`config.mk`:
```
export PLATFORM = sky130hd
export DESIGN_NAME = irq_controller
export DESIGN_NICKNAME = d
export VERILOG_FILES = /design/src/irq_pkg.sv /design/src/irq_controller.sv
export SDC_FILE = /design/constraint.sdc
export NUM_CORES = 1
export LEC_CHECK = 0
export BUFFER_PORTS_ARGS = -buffer_cell sky130_fd_sc_hd__buf_2
export CAP_MARGIN = 20
export CORE_MARGIN = 4
export CORE_UTILIZATION = 58
export DETAILED_ROUTE_END_ITERATION = 10
export GPL_ROUTABILITY_DRIVEN = 0
export HOLD_SLACK_MARGIN = 0.05
export PLACE_DENSITY = 0.78
export SYNTH_ARGS = -nofsm -noshare
export SYNTH_HDL_FRONTEND = slang
export SYNTH_SLANG_ARGS = --single-unit
```
`constraint.sdc`:
```
create_clock -name clk -period 16.35 [get_ports clk]
set_clock_uncertainty 0.2 [all_clocks]
set_input_delay 2.4525 -clock clk [delete_from_list [all_inputs] [get_ports clk]]
set_output_delay 2.4525 -clock clk [all_outputs]
set_load 0.005 [all_outputs]
```
`src/irq_pkg.sv`:
```
// Purpose: shared constants and types of the interrupt request controller
// Assumes: 8-bit special function register bus, 11 sources, 4 levels
// Notes: register offsets are byte addresses on the core's register bus
package irq_pkg;

  // ----------------------------------------------------------------------
  // register addresses
  // ----------------------------------------------------------------------
  localparam logic [7:0] ADDR_TIMER_CTRL = 8'h88;
  localparam logic [7:0] ADDR_SER1_EN = 8'h9A;
  localparam logic [7:0] ADDR_PRI_EN = 8'hA8;
  localparam logic [7:0] ADDR_PRIO_LOW = 8'hA9;
  localparam logic [7:0] ADDR_PERIPH_EN = 8'hB8;
  localparam logic [7:0] ADDR_PRIO_HIGH = 8'hB9;
  localparam logic [7:0] ADDR_EXT_REQ = 8'hC0;
  localparam logic [7:0] ADDR_EDGE_POL = 8'hC8;

  // ----------------------------------------------------------------------
  // field positions and reset values
  // ----------------------------------------------------------------------
  localparam int GLOBAL_EN_BIT = 7;
  localparam int T1_FLAG_BIT = 7;
  localparam int T0_FLAG_BIT = 5;
  localparam int X1_FLAG_BIT = 3;
  localparam int X1_SENSE_BIT = 2;
  localparam int X0_FLAG_BIT = 1;
  localparam int X0_SENSE_BIT = 0;
  localparam int SRC3_POL_BIT = 6;
  localparam int SRC2_POL_BIT = 5;
  localparam logic [7:0] REG_RESET = 8'h00;
  // idle level of each conditioned source line, so reset gives no edge
  localparam logic [6:0] COND_IDLE = 7'h6C;
  localparam logic [7:0] PRI_EN_MASK = 8'hDF;
  localparam logic [7:0] PERIPH_EN_MASK = 8'h3E;
  localparam logic [7:0] SER1_EN_MASK = 8'h01;
  localparam logic [7:0] EXT_REQ_MASK = 8'h3E;
  localparam logic [7:0] EDGE_POL_MASK = 8'h60;
  localparam logic [7:0] PRIO_MASK = 8'h3F;

  // ----------------------------------------------------------------------
  // sources, groups, levels, vectors
  // ----------------------------------------------------------------------
  localparam int NUM_SRC = 11;
  localparam int NUM_LEVEL = 4;
  typedef enum logic [3:0] {
    SRC_EXT0, SRC_TIM0, SRC_EXT1, SRC_TIM1, SRC_SER0, SRC_SER1,
    SRC_EXT2, SRC_EXT3, SRC_EXT4, SRC_EXT5, SRC_EXT6
  } src_t;
  localparam logic [15:0] VECTOR_BASE = 16'h0003;
  localparam logic [15:0] VECTOR_STRIDE = 16'h0008;

  // priority group that a source shares its level with
  function automatic logic [2:0] group_of(input logic [3:0] s);
    case (s)
      4'h0, 4'h5: group_of = 3'h0;
      4'h1, 4'h6: group_of = 3'h1;
      4'h2, 4'h7: group_of = 3'h2;
      4'h3, 4'h8: group_of = 3'h3;
      4'h4, 4'h9: group_of = 3'h4;
      default: group_of = 3'h5;
    endcase
  endfunction

  function automatic logic [15:0] vector_of(input logic [3:0] s);
    vector_of = 16'(VECTOR_BASE + VECTOR_STRIDE * {12'h000, s});
  endfunction

  // request lines from on-chip peripheral logic
  typedef struct packed {
    logic transfer_pending;
    logic clock_one_second_tick;
    logic watchdog_near_overflow;
    logic eeprom_busy;
    logic pll_lock;
    logic compute_busy;
    logic flash_collision_a;
    logic flash_collision_b;
    logic spi_req;
  } periph_req_t;

endpackage

```
`src/irq_controller.sv`:
```
// Purpose: interrupt request controller for an 8-bit core
// Assumes: one clock; mc_tick marks machine cycles; insn_end marks the
//   last clock of each instruction
// Notes: acknowledge issues a registered call request with its vector
// Function
// - eleven sources, each on one of four levels
// - five sources come from peripheral logic
// - accepted request calls its fixed vector
// - service preempted only by strictly higher level
// - return ends service, resumes interrupted code
// - flags set even when source disabled
// - flags sampled once per machine cycle, then polled
// - acknowledge at next instruction by forced call
// - no acknowledge while equal or higher active
// - no acknowledge on return or enable/priority write
// - global enable bit blocks every interrupt
// - primary enable bits for five core sources
// - peripheral enables for sources two to six
// - peripheral lines combined into sources two-six
// - serial channel 1 enable bit
// - timer control register holds four flags
// - type bits pick low level or falling edge
// - polarity bits pick edge for sources 2,3
// - timer flags cleared when routine called
// - request register holds source 2-6 flags
// - source 0-6 flags cleared on vectoring
// - two priority bits give group level
`timescale 1ns/10ps
module irq_controller
  import irq_pkg::*;
(
  // clock and reset
  input wire logic clk,
  input wire logic rst,
  // register bus
  input wire logic [7:0] sfr_addr,
  input wire logic [7:0] sfr_wdata,
  input wire logic sfr_we,
  input wire logic sfr_re,
  output logic [7:0] sfr_rdata,
  // core sequencer
  input wire logic mc_tick,
  input wire logic insn_end,
  input wire logic insn_is_reti,
  output logic call_req,
  output logic [15:0] call_vector,
  output logic [3:0] call_source,
  output logic timer0_ack,
  output logic timer1_ack,
  output logic [3:0] service_active,
  // request sources
  input wire logic ext0_pin_n,
  input wire logic ext1_pin_n,
  input wire logic timer0_ovf,
  input wire logic timer1_ovf,
  input wire logic serial0_req,
  input wire logic serial1_req,
  input wire periph_req_t periph
);

  // ----------------------------------------------------------------------
  // storage
  // ----------------------------------------------------------------------
  logic [7:0] timer_ctrl_reg;
  logic [7:0] primary_en_reg;
  logic [7:0] periph_en_reg;
  logic [7:0] ser1_en_reg;
  logic [7:0] edge_pol_reg;
  logic [7:0] ext_req_reg;
  logic [7:0] prio_low_reg;
  logic [7:0] prio_high_reg;
  logic [1:0] ext0_sync_reg;
  logic [1:0] ext1_sync_reg;
  logic [6:0] cond_prev_reg;
  logic [NUM_SRC-1:0] pend_reg;
  logic [NUM_LEVEL-1:0] in_service_reg;
  logic write_seen_reg;
  logic [7:0] rdata_reg;
  logic call_reg;
  logic [15:0] vector_reg;
  logic [3:0] source_reg;
  logic t0_ack_reg;
  logic t1_ack_reg;

  logic [6:0] cond;
  logic [6:0] rise;
  logic [NUM_SRC-1:0] flags;
  logic [NUM_SRC-1:0] enables;
  logic [NUM_SRC-1:0] eligible;
  logic [NUM_SRC-1:0] ack_vec;
  logic [1:0] src_lvl [NUM_SRC];
  logic win_valid;
  logic [3:0] win_src;
  logic [1:0] win_lvl;
  logic blk_write;
  logic nest_ok;
  logic take;
  logic [3:0] top_mask;
  logic x0_set;
  logic x1_set;
  logic global_en;

  // ----------------------------------------------------------------------
  // pin synchronisers and source conditioning
  // ----------------------------------------------------------------------
  // external pins come from outside the clock domain
  always_ff @(posedge clk or posedge rst)
  begin
    if (rst)
    begin
      ext0_sync_reg <= 2'h3;
      ext1_sync_reg <= 2'h3;
    end
    else
    begin
      ext0_sync_reg <= {ext0_sync_reg[0], ext0_pin_n};
      ext1_sync_reg <= {ext1_sync_reg[0], ext1_pin_n};
    end
  end

  // each line mapped so that its active edge is a rise; line 4 takes both edges
  always_comb
  begin
    cond[0] = ~ext0_sync_reg[1];
    cond[1] = ~ext1_sync_reg[1];
    // source 2 merges collisions and serial port
    cond[2] = (periph.flash_collision_a | periph.flash_collision_b |
      periph.spi_req) ^ ~edge_pol_reg[SRC2_POL_BIT];
    cond[3] = periph.compute_busy ^ ~edge_pol_reg[SRC3_POL_BIT];
    cond[4] = periph.pll_lock; // either edge
    cond[5] = ~periph.eeprom_busy; // falling edge
    cond[6] = ~(periph.transfer_pending | periph.clock_one_second_tick |
      periph.watchdog_near_overflow);
  end

  // edges only seen at machine cycle samples; reset to the idle levels
  // so that released lines do not raise a false edge after reset
  always_ff @(posedge clk or posedge rst)
  begin
    if (rst)
      cond_prev_reg <= COND_IDLE;
    else if (mc_tick)
      cond_prev_reg <= cond;
  end

  always_comb
  begin
    rise = cond & ~cond_prev_reg;
    rise[4] = cond[4] ^ cond_prev_reg[4];
    if (!mc_tick)
      rise = 7'h00;
  end

  // type 0 is low level, type 1 is falling edge
  assign x0_set = mc_tick &&
    (timer_ctrl_reg[X0_SENSE_BIT] ? rise[0] : cond[0]);
  assign x1_set = mc_tick &&
    (timer_ctrl_reg[X1_SENSE_BIT] ? rise[1] : cond[1]);

  // ----------------------------------------------------------------------
  // flag registers
  // ----------------------------------------------------------------------
  // timer control: write first, then clear on call, set wins over both
  always_ff @(posedge clk or posedge rst)
  begin
    if (rst)
      timer_ctrl_reg <= REG_RESET;
    else
    begin
      if (sfr_we && sfr_addr == ADDR_TIMER_CTRL)
        timer_ctrl_reg <= sfr_wdata;
      if (ack_vec[SRC_TIM1])
        timer_ctrl_reg[T1_FLAG_BIT] <= 1'b0;
      if (ack_vec[SRC_TIM0])
        timer_ctrl_reg[T0_FLAG_BIT] <= 1'b0;
      if (ack_vec[SRC_EXT1])
        timer_ctrl_reg[X1_FLAG_BIT] <= 1'b0;
      if (ack_vec[SRC_EXT0])
        timer_ctrl_reg[X0_FLAG_BIT] <= 1'b0;
      if (timer1_ovf)
        timer_ctrl_reg[T1_FLAG_BIT] <= 1'b1;
      if (timer0_ovf)
        timer_ctrl_reg[T0_FLAG_BIT] <= 1'b1;
      if (x1_set)
        timer_ctrl_reg[X1_FLAG_BIT] <= 1'b1;
      if (x0_set)
        timer_ctrl_reg[X0_FLAG_BIT] <= 1'b1;
    end
  end

  // peripheral source flags, bits 1..5 for sources 2..6
  always_ff @(posedge clk or posedge rst)
  begin
    if (rst)
      ext_req_reg <= REG_RESET;
    else
    begin
      if (sfr_we && sfr_addr == ADDR_EXT_REQ)
        ext_req_reg <= sfr_wdata & EXT_REQ_MASK;
      for (int k = 0; k < 5; k++)
      begin
        if (ack_vec[int'(SRC_EXT2) + k])
          ext_req_reg[k+1] <= 1'b0;
        if (rise[k+2])
          ext_req_reg[k+1] <= 1'b1;
      end
    end
  end

  // ----------------------------------------------------------------------
  // control registers
  // ----------------------------------------------------------------------
  // enables, polarities and priorities all clear at reset
  always_ff @(posedge clk or posedge rst)
  begin
    if (rst)
    begin
      primary_en_reg <= REG_RESET;
      periph_en_reg <= REG_RESET;
      ser1_en_reg <= REG_RESET;
      edge_pol_reg <= REG_RESET;
      prio_low_reg <= REG_RESET;
      prio_high_reg <= REG_RESET;
    end
    else if (sfr_we)
    begin
      if (sfr_addr == ADDR_PRI_EN)
        primary_en_reg <= sfr_wdata & PRI_EN_MASK;
      else if (sfr_addr == ADDR_PERIPH_EN)
        periph_en_reg <= sfr_wdata & PERIPH_EN_MASK;
      else if (sfr_addr == ADDR_SER1_EN)
        ser1_en_reg <= sfr_wdata & SER1_EN_MASK;
      else if (sfr_addr == ADDR_EDGE_POL)
        edge_pol_reg <= sfr_wdata & EDGE_POL_MASK;
      else if (sfr_addr == ADDR_PRIO_LOW)
        prio_low_reg <= sfr_wdata & PRIO_MASK;
      else if (sfr_addr == ADDR_PRIO_HIGH)
        prio_high_reg <= sfr_wdata & PRIO_MASK;
    end
  end

  // registered read data, unmapped addresses read zero
  always_ff @(posedge clk or posedge rst)
  begin
    if (rst)
      rdata_reg <= REG_RESET;
    else if (sfr_re)
    begin
      if (sfr_addr == ADDR_TIMER_CTRL)
        rdata_reg <= timer_ctrl_reg;
      else if (sfr_addr == ADDR_PRI_EN)
        rdata_reg <= primary_en_reg;
      else if (sfr_addr == ADDR_PERIPH_EN)
        rdata_reg <= periph_en_reg;
      else if (sfr_addr == ADDR_SER1_EN)
        rdata_reg <= ser1_en_reg;
      else if (sfr_addr == ADDR_EDGE_POL)
        rdata_reg <= edge_pol_reg;
      else if (sfr_addr == ADDR_EXT_REQ)
        rdata_reg <= ext_req_reg;
      else if (sfr_addr == ADDR_PRIO_LOW)
        rdata_reg <= prio_low_reg;
      else if (sfr_addr == ADDR_PRIO_HIGH)
        rdata_reg <= prio_high_reg;
      else
        rdata_reg <= REG_RESET;
    end
  end

  // ----------------------------------------------------------------------
  // sampling and polling
  // ----------------------------------------------------------------------
  // source order follows src_t: the polling order within one level
  assign flags = {ext_req_reg[5:1], serial1_req, serial0_req,
    timer_ctrl_reg[T1_FLAG_BIT], timer_ctrl_reg[X1_FLAG_BIT],
    timer_ctrl_reg[T0_FLAG_BIT], timer_ctrl_reg[X0_FLAG_BIT]};
  assign enables = {periph_en_reg[5:1], ser1_en_reg[0],
    primary_en_reg[4:0]};
  assign global_en = primary_en_reg[GLOBAL_EN_BIT];

  // a called source's sample is dropped at once so it is not taken twice
  always_ff @(posedge clk or posedge rst)
  begin
    if (rst)
      pend_reg <= '0;
    else if (mc_tick)
      pend_reg <= flags & ~ack_vec;
    else
      pend_reg <= pend_reg & ~ack_vec;
  end

  // enables act on the sample immediately, not at the next tick
  assign eligible = global_en ? (pend_reg & enables) : '0;

  // group level from one bit of each priority register
  always_comb
  begin
    for (int i = 0; i < NUM_SRC; i++)
      src_lvl[i] = {prio_high_reg[group_of(4'(i))],
        prio_low_reg[group_of(4'(i))]};
  end

  // highest level wins, lowest index wins a tie
  always_comb
  begin
    win_valid = 1'b0;
    win_src = 4'h0;
    win_lvl = 2'h0;
    for (int i = NUM_SRC - 1; i >= 0; i--)
    begin
      if (eligible[i] && (!win_valid || src_lvl[i] >= win_lvl))
      begin
        win_valid = 1'b1;
        win_src = 4'(i);
        win_lvl = src_lvl[i];
      end
    end
  end

  // ----------------------------------------------------------------------
  // acknowledge
  // ----------------------------------------------------------------------
  // a write to any enable or priority register holds off the call
  assign blk_write = write_seen_reg || (sfr_we &&
    (sfr_addr == ADDR_PRI_EN || sfr_addr == ADDR_PERIPH_EN ||
    sfr_addr == ADDR_SER1_EN || sfr_addr == ADDR_PRIO_LOW ||
    sfr_addr == ADDR_PRIO_HIGH));

  always_ff @(posedge clk or posedge rst)
  begin
    if (rst)
      write_seen_reg <= 1'b0;
    else if (insn_end)
      write_seen_reg <= 1'b0;
    else if (blk_write)
      write_seen_reg <= 1'b1;
  end

  // any active level at or above the winner blocks it
  assign nest_ok = (in_service_reg >> win_lvl) == 4'h0;
  assign take = insn_end && win_valid && nest_ok && !insn_is_reti &&
    !blk_write;
  assign ack_vec = take ? NUM_SRC'(1 << win_src) : '0;

  // highest set bit, the top active level, for ending service
  always_comb
  begin
    top_mask = 4'h0;
    for (int l = 0; l < NUM_LEVEL; l++)
      if (in_service_reg[l])
        top_mask = 4'(1 << l);
  end

  // one bit per level in service; return clears the highest
  always_ff @(posedge clk or posedge rst)
  begin
    if (rst)
      in_service_reg <= 4'h0;
    else if (take)
      in_service_reg <= in_service_reg | 4'(1 << win_lvl);
    else if (insn_end && insn_is_reti)
      in_service_reg <= in_service_reg & ~top_mask;
  end

  // forced call goes out one clock after the instruction ends
  always_ff @(posedge clk or posedge rst)
  begin
    if (rst)
    begin
      call_reg <= 1'b0;
      vector_reg <= 16'h0000;
      source_reg <= 4'h0;
      t0_ack_reg <= 1'b0;
      t1_ack_reg <= 1'b0;
    end
    else
    begin
      call_reg <= take;
      t0_ack_reg <= ack_vec[SRC_TIM0];
      t1_ack_reg <= ack_vec[SRC_TIM1];
      if (take)
      begin
        vector_reg <= vector_of(win_src);
        source_reg <= win_src;
      end
    end
  end

  assign sfr_rdata = rdata_reg;
  assign call_req = call_reg;
  assign call_vector = vector_reg;
  assign call_source = source_reg;
  assign timer0_ack = t0_ack_reg;
  assign timer1_ack = t1_ack_reg;
  assign service_active = in_service_reg;

  // ----------------------------------------------------------------------
  // assertions
  // ----------------------------------------------------------------------
  property p_global_block;
    @(posedge clk) disable iff (rst)
    call_req |-> $past(global_en);
  endproperty
  a_global_block: assert property (p_global_block)
    else $error("call issued with global enable clear");

  property p_reti_block;
    @(posedge clk) disable iff (rst)
    insn_end && insn_is_reti |=> !call_req;
  endproperty
  a_reti_block: assert property (p_reti_block)
    else $error("call issued after return instruction");

  property p_write_block;
    @(posedge clk) disable iff (rst)
    insn_end && sfr_we && sfr_addr == ADDR_PRIO_HIGH |=> !call_req;
  endproperty
  a_write_block: assert property (p_write_block)
    else $error("call issued in priority write instruction");

  property p_nesting;
    @(posedge clk) disable iff (rst)
    call_req |-> ($past(in_service_reg) >> $past(win_lvl)) == 4'h0;
  endproperty
  a_nesting: assert property (p_nesting)
    else $error("call preempted equal or higher service");

  property p_vector;
    @(posedge clk) disable iff (rst)
    call_req |-> call_vector == vector_of(call_source) &&
      call_source == $past(win_src);
  endproperty
  a_vector: assert property (p_vector)
    else $error("call vector does not match source");

  property p_timer0_clear;
    @(posedge clk) disable iff (rst)
    timer0_ack |-> !timer_ctrl_reg[T0_FLAG_BIT] || $past(timer0_ovf);
  endproperty
  a_timer0_clear: assert property (p_timer0_clear)
    else $error("timer 0 flag not cleared on call");

  property p_flag_unmasked;
    @(posedge clk) disable iff (rst)
    timer1_ovf |=> timer_ctrl_reg[T1_FLAG_BIT];
  endproperty
  a_flag_unmasked: assert property (p_flag_unmasked)
    else $error("timer 1 overflow did not set flag");

  property p_sample_once;
    @(posedge clk) disable iff (rst)
    !mc_tick && !take |=> pend_reg == $past(pend_reg);
  endproperty
  a_sample_once: assert property (p_sample_once)
    else $error("samples changed between machine cycles");

  property p_service_end;
    @(posedge clk) disable iff (rst)
    insn_end && insn_is_reti && in_service_reg != 4'h0 |=>
      $countones(in_service_reg) == $countones($past(in_service_reg)) - 1;
  endproperty
  a_service_end: assert property (p_service_end)
    else $error("return did not end one service level");

  c_call: cover property (@(posedge clk) disable iff (rst) call_req);
  c_nested: cover property (@(posedge clk) disable iff (rst)
    call_req && $countones(service_active) == 2);
  c_ext2_set: cover property (@(posedge clk) disable iff (rst)
    $rose(ext_req_reg[1]));
  c_return: cover property (@(posedge clk) disable iff (rst)
    insn_end && insn_is_reti && service_active != 4'h0);

endmodule

```
==> results.md <==
- # rows: 33
- Final setup viols: 0
- Slowest cell delay on critical path: between 500 and 600 ps
- Family with the most delay on the worst path: compound AO/OA/AOI/OAI gates
- Layout Utilization: 68.8%
- Initial antenna violation count: 0
- Req. time, crit path: 16400 ps
- CP max FO: 13
- Synth async-reset ratio: 100%
- Die ar.: 0.0104 sq mm
- Synth area leaders: dfrtp_1, mux2_2, ha_1
- Top-area cell type share of the netlist area: 36.8%
- I/O Pins: 73
- Sequential share of the synthesized area: 40.9%
- Hold Path Class: reg2reg
- Antenna diodes: 0
- Clock slew at reported path FFs: 90 ps
- DRC Markers: 0
- # fillers: 669
- Max-slew violations: 0
- Crit path max-delay cell type: a211oi_1
- H-tree Lvls: 3
- Die H: 102 um
- Placement Cell Area: 0.00544 sq mm
- CTS Buf Count: 9
- Fmax: 0.0650 GHz
- Worst setup EP type: flop
- Crit Path Category: reg2reg
- Startpoint type of the worst setup path: flop
- Buf/Inv on CP: 4
- Wire per inst: about 20 um
- Worst Path Arrival: 15430 ps
- Worst-case clock buffer depth: 2
- Largest area contributor in the netlist: dfrtp_1
- CP most frequent cell: ha_1
- PortBufs: 62
- Post-Synthesis Cell Area: 0.00510 sq mm
- EDFF count, synth: 0
- First-pass GRT wire length: 22.3 mm
- Period utilization: 94.1%
- Status: complete, no violations
- Commonest non-fill, non-tap cells in the layout: dfrtp_1, buf_2, nand2_1
- Starting Density: 60.9%
- Core area: 0.00838 sq mm
- Die width: roughly 100 um
- Tot GR Track Use: 28.1%
- PnR worst setup slack: 967 ps
- Synth warn: 0
- Initial DRC count: 380
- RSZ-0062 raised after global routing: false
- Vias per cell: between 6 and 7
- Nets: 650
- Max_cap viols: 0
- Yosys reg bits: between 80 and 90
- Commonest non-fill, non-tap cell in the layout: dfrtp_1
- Worst Max-Slew Pin Slew: 868 ps
- PD cells: 79.7 mW/mm^2
- Worst slew margin: between 40% and 50%
- Share of layout cells above drive strength 1: 26.5%
- Vias: 4501
- Post-route ant nets: 0
- Min Tclk post-route: 15380 ps
- Final WL: 13.9 mm
- Number of flip-flops in the largest register: 11
- Static Leak: 2.73 nW
- Gate Count Post-Synth: ~530
- Area delta synth->final: 12.9%
- Fin. Hold Viols: 0
- Peak supply drop: 0.0682 mV
- CTS tree: yes
- Vias in the first global route: 4331
- Multi-input logic area: 0.00279 sq mm
- Root Buffer: clkbuf_8
- Clk sinks: 83
- Final Instance Area: 0.00576 sq mm
- HPWL Detailed: 10.2 mm
- Place WS: 750 ps
- FF+latch area: 0.00209 sq mm
- Grt ovf: 0
- DRT Pass-1 Iters: 5
- Primary FF master, synth: dfrtp_1
- Mean Syn Cell Area: roughly 9.7 sq um
- Pin count of the biggest net entering global routing: 84
- Setup TNS: 0 ps
- Netlist cell types: 64
- Clk_lat worst skew: 360 ps
[worst paths after layout]
kind                                                  from                           end  slack (ps)  cells after the start
max in group asynchronous                              rst  cond_prev_reg[5]$_DFFE_PP1P_       13360                      4
worst min-delay path            ext1_sync_reg[0]$_DFF_PP1_    ext1_sync_reg[1]$_DFF_PP1_         160                      0
min in group asynchronous                              rst   edge_pol_reg[6]$_DFFE_PP0P_        1940                      3
worst max register to register      pend_reg[10]$_DFF_PP0_    call_source[2]$_DFFE_PP0P_         970                     65
worst min register to register  ext1_sync_reg[0]$_DFF_PP1_    ext1_sync_reg[1]$_DFF_PP1_         160                      0
worst max-delay path                pend_reg[10]$_DFF_PP0_    call_source[2]$_DFFE_PP0P_         970                     65
[Yosys cell counts, types with 4 or more instances]
library cell  number
a211oi_1           8
a21oi_1           20
a21oi_2            7
a22oi_1            6
a31oi_1           23
and2_1            10
and3_1            14
buf_4             15
clkbuf_1          11
dfrtp_1           75
dfstp_2            8
ha_1              17
inv_1             23
mux2_2            28
mux2_4             4
mux2i_1           20
nand2_1           48
nand2b_1          12
nand3_1           15
nand3b_1           5
nor2_1            36
nor2b_1            4
nor3_1            12
nor3b_1            5
o21a_1             4
o21ai_0           27
o22ai_1            4
o31a_1             5
or2_2              4
[kinds of logic (layout without fill, tap and decap cells)]
kind of cell	count (synthesis)	after routing	synth area share (%)
compound gates	141	141	19.8
buf+inv	51	117	5.15
mux	53	53	11.7
xor+xnor	3	3	0.515
simple gates	176	176	17.7
fa+ha+maj	17	17	4.17
other cells	1	10	0.0735
flops	83	83	40.9
[routing by layer]
layer  GRT usage, %  wire length, um
met1           37.7             5870
met2           45.5             6640
met3           5.10             1060
met4           10.5              350
met5              0                0
[what timing repair did]
action / in CTS / in global routing
setup buffers: 0 / 10
setup endpoints to repair: 0 / 28
resized for setup: 0 / 2
hold buffers: 0 / 0
[power by group]
part           internal [mW]  switching [mW]  total, mW
Clock                 0.0757          0.0770      0.153
Combinational         0.0321          0.0452     0.0773
Sequential             0.218          0.0116      0.230
Total                  0.326           0.134      0.460
[layout make-up]
class,count,area share (%)
Multi-Input combinational cell,400,48.4
Sequential cell,83,36.2
Timing Repair Buffer,78,8.03
Clock buffer,11,2.45
Tap cell,105,2.28
Inverter,23,1.52
Clock inverter,5,1.06
[per-stage QoR]
step                      hold WS [ps]  power [mW]  instances
final                              161       0.460        705
after global routing               169       0.482        705
after CTS                          163       0.459        694
after detailed placement           150       0.307        678
after global placement             146       0.304        678
after floorplan                    145       0.282        534
Power figures use the tool's default switching activity.
